<file path="config.mk">
export PLATFORM = sky130hd
export DESIGN_NAME = ivec_ctrl
export DESIGN_NICKNAME = d
export VERILOG_FILES = /design/src/common/ivec_pkg.sv /design/src/common/ivec_edge_if.sv /design/src/logic/ivec_ctrl.sv /design/src/logic/ivec_edge_detect.sv
export VERILOG_INCLUDE_DIRS = /design/src /design/src/common
export SDC_FILE = /design/constraint.sdc
export NUM_CORES = 1
export LEC_CHECK = 0
export ABC_AREA = 0
export BUFFER_PORTS_ARGS = -buffer_cell sky130_fd_sc_hd__buf_4
export CORE_MARGIN = 2
export CORE_UTILIZATION = 50
export DETAILED_ROUTE_END_ITERATION = 10
export PLACE_DENSITY = 0.86
export SKIP_CTS_REPAIR_TIMING = 1
export SLEW_MARGIN = 10
export SYNTH_ARGS = -nofsm -noshare
export SYNTH_HDL_FRONTEND = slang
export SYNTH_HIERARCHICAL = 1
export SYNTH_SLANG_ARGS = --single-unit
</file>
<file path="constraint.sdc">
create_clock -name clk_sys -period 3.95 [get_ports clk_sys]
set_clock_uncertainty 0.05 [all_clocks]
set_input_delay 0.79 -clock clk_sys [delete_from_list [all_inputs] [get_ports clk_sys]]
set_output_delay 0.79 -clock clk_sys [all_outputs]
set_load 0.05 [all_outputs]
</file>
<file path="src/common/ivec_defs.svh">
`ifndef IVEC_DEFS_SVH
`define IVEC_DEFS_SVH

// Word offsets on the Wishbone bus (byte addresses)
`define IVEC_OFS_CTRL 8'h00
`define IVEC_OFS_IRQ_STATUS 8'h04
`define IVEC_OFS_IRQ_MASK 8'h08

// Control register fields
`define IVEC_BIT_ALT_TABLE 15
`define IVEC_BIT_DISABLE_ACTIVE 14
`define IVEC_BIT_EDGE_POL0 0
`define IVEC_CTRL_WRITABLE 16'h8007
`define IVEC_CTRL_RESET 16'h0000

// Interrupt status and mask fields
`define IVEC_BIT_EV_EXT0 0
`define IVEC_BIT_EV_DISABLE_END 3
`define IVEC_EV_WIDTH 4
`define IVEC_EV_RESET 4'h0

// Vector table bases, word addresses of entry zero
`define IVEC_STD_TABLE_BASE 24'h000004
`define IVEC_ALT_TABLE_BASE 24'h000104

`define IVEC_EXT_COUNT 3
`define IVEC_DISABLE_CNT_W 14
`define IVEC_DISABLE_CNT_ZERO 14'h0000

`endif

</file>
<file path="src/common/ivec_pkg.sv">
package ivec_pkg;
  `include "ivec_defs.svh"

  typedef logic [15:0] ivec_word_t;
  typedef logic [`IVEC_EXT_COUNT-1:0] ivec_ext_t;
  typedef logic [`IVEC_EV_WIDTH-1:0] ivec_ev_t;

  typedef enum logic [1:0] {
    IVEC_BUS_IDLE = 2'b01,
    IVEC_BUS_ACK = 2'b10
  } ivec_bus_e;

  typedef enum logic [3:0] {
    IVEC_REG_NONE = 4'b0001,
    IVEC_REG_CTRL = 4'b0010,
    IVEC_REG_STATUS = 4'b0100,
    IVEC_REG_MASK = 4'b1000
  } ivec_reg_e;
endpackage : ivec_pkg

</file>
<file path="src/common/ivec_edge_if.sv">
interface ivec_edge_if;
  import ivec_pkg::*;
  ivec_ext_t polarity;
  ivec_ext_t edgePulse;
  modport ctrl (output polarity, input edgePulse);
  modport detect (input polarity, output edgePulse);
endinterface : ivec_edge_if

</file>
<file path="src/logic/ivec_ctrl.sv">
`include "ivec_defs.svh"

module ivec_ctrl
  import ivec_pkg::*;
(
  input wire logic clk_sys,
  input wire logic nrst,
  input wire logic [7:0] wb_adr_i,
  input wire logic [31:0] wb_dat_i,
  input wire logic [3:0] wb_sel_i,
  input wire logic wb_we_i,
  input wire logic wb_cyc_i,
  input wire logic wb_stb_i,
  output logic [31:0] wb_dat_o,
  output logic wb_ack_o,
  input wire ivec_pkg::ivec_ext_t extIrqPin,
  input wire logic timedDisableStart,
  input wire logic [13:0] timedDisableCycles,
  input wire logic [7:0] vectorIndex,
  output logic [23:0] vectorAddress,
  output logic altVectorTableSelect,
  output logic timedDisableActive,
  output ivec_pkg::ivec_ext_t extIrqEdge,
  output logic irq
);
  import ivec_pkg::*;

  ivec_bus_e busState;
  ivec_bus_e next_busState;
  ivec_reg_e regHit;
  logic request;
  logic writeNow;
  logic readNow;

  logic alternateVectorTableSelect;
  ivec_ext_t extIrqEdgePolarity;
  logic [`IVEC_DISABLE_CNT_W-1:0] disableCount;
  logic disableEnd;
  ivec_ev_t irqStatus;
  ivec_ev_t irqMask;
  ivec_ev_t events;
  ivec_ev_t readClear;
  ivec_word_t ctrlView;
  ivec_word_t ctrlMerged;

  ivec_edge_if edgeLink ();

  ivec_edge_detect edgeDetect (
    .clk_sys(clk_sys),
    .nrst(nrst),
    .extIrqPin(extIrqPin),
    .edges(edgeLink.detect)
  );

  function automatic ivec_reg_e decodeReg(input logic [7:0] adr);
    if (adr == `IVEC_OFS_CTRL) begin
      decodeReg = IVEC_REG_CTRL;
    end else if (adr == `IVEC_OFS_IRQ_STATUS) begin
      decodeReg = IVEC_REG_STATUS;
    end else if (adr == `IVEC_OFS_IRQ_MASK) begin
      decodeReg = IVEC_REG_MASK;
    end else begin
      decodeReg = IVEC_REG_NONE;
    end
  endfunction : decodeReg

  // Byte-lane merge of a 16-bit register, used by the control register only
  function automatic ivec_word_t laneMerge(input ivec_word_t old,
                                           input logic [31:0] data,
                                           input logic [3:0] sel);
    laneMerge = old;
    if (sel[0]) begin
      laneMerge[7:0] = data[7:0];
    end
    if (sel[1]) begin
      laneMerge[15:8] = data[15:8];
    end
  endfunction : laneMerge

  assign regHit = decodeReg(wb_adr_i);
  assign request = wb_cyc_i & wb_stb_i;
  // Writes land on the edge where the master samples ack
  assign writeNow = request & wb_we_i & (busState == IVEC_BUS_ACK);
  assign readNow = request & ~wb_we_i & (busState == IVEC_BUS_ACK);

  // One wait state: ack decodes the registered busState, so each access takes two cycles
  always_comb begin
    next_busState = busState;
    case (busState)
      IVEC_BUS_IDLE: begin
        if (request) begin
          next_busState = IVEC_BUS_ACK;
        end
      end
      IVEC_BUS_ACK: begin
        next_busState = IVEC_BUS_IDLE;
      end
      default: begin
        next_busState = IVEC_BUS_IDLE;
      end
    endcase
  end

  always_ff @(posedge clk_sys) begin
    if (!nrst) begin
      busState <= IVEC_BUS_IDLE;
    end else begin
      busState <= next_busState;
    end
  end

  assign wb_ack_o = (busState == IVEC_BUS_ACK) & request;

  always_comb begin
    ctrlView = `IVEC_CTRL_RESET;
    ctrlView[`IVEC_BIT_ALT_TABLE] = alternateVectorTableSelect;
    ctrlView[`IVEC_BIT_DISABLE_ACTIVE] = timedDisableActive;
    ctrlView[`IVEC_BIT_EDGE_POL0 +: `IVEC_EXT_COUNT] = extIrqEdgePolarity;
  end

  // Read data captured in the request cycle, stable through the ack cycle
  always_ff @(posedge clk_sys) begin
    if (!nrst) begin
      wb_dat_o <= '0;
    end else if (request & (busState == IVEC_BUS_IDLE)) begin
      wb_dat_o <= '0;
      if (regHit == IVEC_REG_CTRL) begin
        wb_dat_o[15:0] <= ctrlView;
      end else if (regHit == IVEC_REG_STATUS) begin
        wb_dat_o[`IVEC_EV_WIDTH-1:0] <= irqStatus;
      end else if (regHit == IVEC_REG_MASK) begin
        wb_dat_o[`IVEC_EV_WIDTH-1:0] <= irqMask;
      end
    end
  end

  assign ctrlMerged = laneMerge(ctrlView, wb_dat_i, wb_sel_i);

  // Control register; bit 14 is not stored here and ignores writes
  always_ff @(posedge clk_sys) begin
    if (!nrst) begin
      alternateVectorTableSelect <= 1'h0;
      extIrqEdgePolarity <= '0;
    end else if (writeNow && regHit == IVEC_REG_CTRL) begin
      alternateVectorTableSelect <= ctrlMerged[`IVEC_BIT_ALT_TABLE];
      extIrqEdgePolarity <=
        ctrlMerged[`IVEC_BIT_EDGE_POL0 +: `IVEC_EXT_COUNT];
    end
  end

  assign edgeLink.polarity = extIrqEdgePolarity;
  assign extIrqEdge = edgeLink.edgePulse;
  assign altVectorTableSelect = alternateVectorTableSelect;

  // Vector fetch address, registered so the CPU sees a clean word
  always_ff @(posedge clk_sys) begin
    if (!nrst) begin
      vectorAddress <= `IVEC_STD_TABLE_BASE;
    end else begin
      vectorAddress <= (alternateVectorTableSelect ? `IVEC_ALT_TABLE_BASE
        : `IVEC_STD_TABLE_BASE) + {15'h0000, vectorIndex, 1'h0};
    end
  end

  // Timed disable: a fresh start reloads the count, even mid-period
  always_ff @(posedge clk_sys) begin
    if (!nrst) begin
      disableCount <= `IVEC_DISABLE_CNT_ZERO;
    end else if (timedDisableStart) begin
      disableCount <= timedDisableCycles;
    end else if (disableCount != `IVEC_DISABLE_CNT_ZERO) begin
      disableCount <= disableCount - 14'h0001;
    end
  end

  assign timedDisableActive =
    (disableCount != `IVEC_DISABLE_CNT_ZERO);
  assign disableEnd = ~timedDisableStart
    & (disableCount == 14'h0001);

  always_comb begin
    events = `IVEC_EV_RESET;
    events[`IVEC_BIT_EV_EXT0 +: `IVEC_EXT_COUNT] = edgeLink.edgePulse;
    events[`IVEC_BIT_EV_DISABLE_END] = disableEnd;
  end

  // Only bits that were actually returned are cleared, and a new event
  // in the clearing cycle survives
  assign readClear = (readNow && regHit == IVEC_REG_STATUS)
    ? wb_dat_o[`IVEC_EV_WIDTH-1:0] : `IVEC_EV_RESET;

  always_ff @(posedge clk_sys) begin
    if (!nrst) begin
      irqStatus <= `IVEC_EV_RESET;
    end else begin
      irqStatus <= (irqStatus & ~readClear) | events;
    end
  end

  always_ff @(posedge clk_sys) begin
    if (!nrst) begin
      irqMask <= `IVEC_EV_RESET;
    end else if (writeNow && regHit == IVEC_REG_MASK && wb_sel_i[0]) begin
      irqMask <= wb_dat_i[`IVEC_EV_WIDTH-1:0];
    end
  end

  assign irq = |(irqStatus & irqMask);
endmodule : ivec_ctrl

</file>
<file path="src/logic/ivec_edge_detect.sv">
`include "ivec_defs.svh"

module ivec_edge_detect
  import ivec_pkg::*;
(
  input wire logic clk_sys,
  input wire logic nrst,
  input wire ivec_pkg::ivec_ext_t extIrqPin,
  ivec_edge_if.detect edges
);
  import ivec_pkg::*;

  ivec_ext_t syncFirst;
  ivec_ext_t syncSecond;
  ivec_ext_t pinPrev;
  ivec_ext_t next_edgePulse;
  logic firstValid;
  logic secondValid;
  logic prevValid;

  // Pins are asynchronous; only syncSecond feeds the edge logic
  always_ff @(posedge clk_sys) begin
    if (!nrst) begin
      syncFirst <= '0;
      syncSecond <= '0;
      pinPrev <= '0;
    end else begin
      syncFirst <= extIrqPin;
      syncSecond <= syncFirst;
      pinPrev <= syncSecond;
    end
  end

  // Track which pipeline stages hold real pin history since reset
  always_ff @(posedge clk_sys) begin
    if (!nrst) begin
      firstValid <= 1'h0;
      secondValid <= 1'h0;
      prevValid <= 1'h0;
    end else begin
      firstValid <= 1'h1;
      secondValid <= firstValid;
      prevValid <= secondValid;
    end
  end

  always_comb begin
    for (int i = 0; i < `IVEC_EXT_COUNT; i++) begin
      if (edges.polarity[i]) begin
        next_edgePulse[i] = pinPrev[i] & ~syncSecond[i];
      end else begin
        next_edgePulse[i] = syncSecond[i] & ~pinPrev[i];
      end
    end
  end

  always_ff @(posedge clk_sys) begin
    if (!nrst) begin
      edges.edgePulse <= '0;
    end else if (!prevValid) begin
      // Reset zeros are not a pin level: a pin already high would look
      // like a rising edge. Limitation: edges in this window are lost.
      edges.edgePulse <= '0;
    end else begin
      edges.edgePulse <= next_edgePulse;
    end
  end
endmodule : ivec_edge_detect
</file>
==> flow_summary.ini <==
[finish]
final_area_um2 = 3440
layout.nets = 469
postLayoutCoreUtil_pct = 62.6
area_occupied_by_multi_input_gates_um2 = 1450
sequential_cell_area_um2 = 1160
area.growth.synth_to_final_pct = 21.2
antenna-diode-count = 0
fillerInstances = 480
layout-drive-gt1-share_pct = 23.0

[cts]
ctsHtreeMaxLevel = 3
clock_tree.root_cell = clkbuf_8
clk_pin_slew_worst_paths_ps = 60
clkLatencyLatePin_ps = 330
cts.sink_count = 58
clk_path_buf_depth = 2
tritoncts.num_buffers = 9
cts_tree = built

[critical_path]
worst_ep_arrival_time_ps = 1780
crit_path_end_kind = output port
critPathLaunchType = register
critPathMaxFanout = 8
critPathKind = register to output port
worst_r2r_path_depth = 5
r2r_setup_slack_ps = 1980
worstReg2RegStart = disableCount[2]$_SDFFE_PN0P_
critical_path.reg2reg.endpoint = disableCount[1]$_SDFFE_PN0P_
required_ps = 3110

[worst_hold_path]
worstHoldPathCells = 1
timing.hold.worst.start = edgeDetect/syncFirst[0]$_SDFF_PN0_
worstHoldEndpoint = edgeDetect/syncSecond[0]$_SDFF_PN0_
holdCritPathClass = register to register

[yosys]
netlist_top_cells_area = dfxtp_1, buf_4, nand3_1
syn_avg_cell_area_um2 = 8.85
synth_largest_type_area_fraction_pct = 40.9
post_synth_xor_area_fraction_pct = 3.08
yosys-mux-area-fraction_pct = 1.06
synthAdderAreaFrac_pct = 2.20
most_area_hungry_cell_type_in_the_yosys_netlist = dfxtp_1
synth.yosys.warnings = 6
synth_top_family_by_area = simple AND/OR/NAND/NOR gates
ys_seq_elements = 58
synth.yosys.seq_area_share_pct = 40.9
synth_enable_flop_cells = 0
post_synth_num_cell_types = 50
synthCells = 321
asyncSetResetFlopFracSynth_pct = 0
yosys.area_share.simple_pct = 24.3
most_numerous_cell_in_the_yosys_netlist = dfxtp_1
synth.top_cells.by_count = dfxtp_1, buf_4, nand3_1, a21oi_1, o21ai_0
post_synthesis_instance_area_um2 = 2840
synth_top_flop_cell = dfxtp_1
compound_gate_portion_of_the_synthesized_area_pct = 15.0

[placement]
port-buffer-count = 67
hpwl_after_detailed_placement_um = 4510
dp_worst_setup_slack_ps = 1310
placedInstanceArea_um2 = 3250
place_congestion = 0.848

[run_status]
outcome = complete, no violations

[timing]
finalCriticalPeriod_ps = 2620
finalCritPeriodShare_pct = 66.3
final-hold-violation-count = 0
layout_setup_ws_ps = 1330
timing.slew.headroom_pct = 30.5
fin_worst_hold_slack_ps = 385
timing.setup.tns_ps = 0
slew_viol_final = 0
setup_violations = 0
grt_setup_unrepaired = no
maxClockFrequency_mhz = 382
tightestPinTransition_ps = 1030

[global_routing]
gr-usage-all-layers_pct = 20.5
grt_pass1_vias = 2202
largest_net_degree_at_the_start_of_global_routing = 38
grt_overflow = 0
grt_first_pass_wirelength_um = 10100
antenna_violations_before_repair = 0

[power_and_ir_drop]
lkg_pwr_uw = 0.00150
power_dens_cells_nw_per_um2 = 418
peakVddDrop_v = 0.000242

[routing]
first_iter_violations = 190
vias = 2438
drc = 0
route.detailed.vias_per_inst = 5.25
drt_wl_total_um = 6230
drtAntennaViolNets = 0
average_detailed_routed_wire_length_per_instance_um = 13.4
drt-pass1-iter-count = 4

[die]
die_h_um = 79.4
dieArea_um2 = 6300
floorplan.die.width_um = 79.4
std_cell_rows = 27
initial_utilization_pct = 51.6
i_o_pins = 138
core-area_um2 = 5510

[run]
max-cap-violations = 0
## flip-flops by register name, indices dropped and copies added (netlist names), 4 cells and up
register       count
disableCount      14
irqMask            4
irqStatus          4
vectorAddress      9
wb_dat_o           6
## cells in the final DEF, fill, tap and decap left out, types with 4 or more instances in the layout
cell	instances
buf_4	70
dfxtp_1	58
conb_1	41
nand3_1	29
a21oi_1	22
o21ai_0	15
nand2_1	14
nor2_1	14
and2_1	13
clkbuf_8	11
xor2_1	7
inv_1	6
nor4_1	5
nand4_1	5
and3_1	5
a21boi_0	5
ha_1	5
nand3b_1	4
o2bb2ai_1	4
or3b_1	4
## area by class of cell
class,instances,share of cell area [%]
flip-flops and latches,58,33.7
clock inverters,3,1.16
clock buffers,11,4.40
repair buffers,70,15.3
multi-input cells,243,42.1
well taps,72,2.62
inverters,7,0.763
## worst max-delay path by stage
| stage | startpoint | end | slack (ps) | cells past startpoint |
|---|---|---|---|---|
| 2_1_floorplan | wb_cyc_i | wb_ack_o | 1610 | 2 |
| 3_3_place_gp | wb_adr_i[5] | edgeLink.polarity[0]$_SDFFE_PN0P_ | 1350 | 5 |
| 3_5_place_dp | wb_adr_i[5] | edgeLink.polarity[1]$_SDFFE_PN0P_ | 1310 | 5 |
| 4_1_cts | disableCount[2]$_SDFFE_PN0P_ | timedDisableActive | 1340 | 3 |
| 5_1_grt | disableCount[2]$_SDFFE_PN0P_ | timedDisableActive | 1190 | 3 |
| 6_report | disableCount[2]$_SDFFE_PN0P_ | timedDisableActive | 1330 | 3 |
## layer usage
layer | global-route usage, % | share of wire, %
met1 | 25.5 | 42
met2 | 34.0 | 50
met3 | 5.88 | 6.6
met5 | 0 | 0
met4 | 7.41 | 1.5
## power by group
part / internal (µW) / switching (µW) / leakage (µW)
sequential: 611 / 18.9 / 0.000476
combinational: 88.1 / 190 / 0.000921
clock: 316 / 216 / 0.000101
## cell families (layout without fill, tap and decap cells)
| kind of cell | after synthesis | in the layout |
|---|---|---|
| muxes | 3 | 3 |
| adders and majority gates | 5 | 5 |
| DFF | 58 | 58 |
| AOI/OAI and AO/OA | 66 | 66 |
| and+or+nand+nor | 118 | 118 |
| other | 1 | 41 |
| buffers and inverters | 60 | 91 |
| xor gates and xnor gates | 10 | 10 |
## through the flow
stage / total power, µW / cells
detailed placement: 918 / 450
global route: 1510 / 464
finish: 1440 / 464
floorplan: 874 / 361
global placement: 911 / 450
CTS: 1450 / 464
## critical path, stage by stage, from the launching register on
cell	delay, ps
dfxtp_1	360
nor4_2	630
nand4_1	220
buf_4	240
Note: power is estimated with default switching activity, not from simulation.
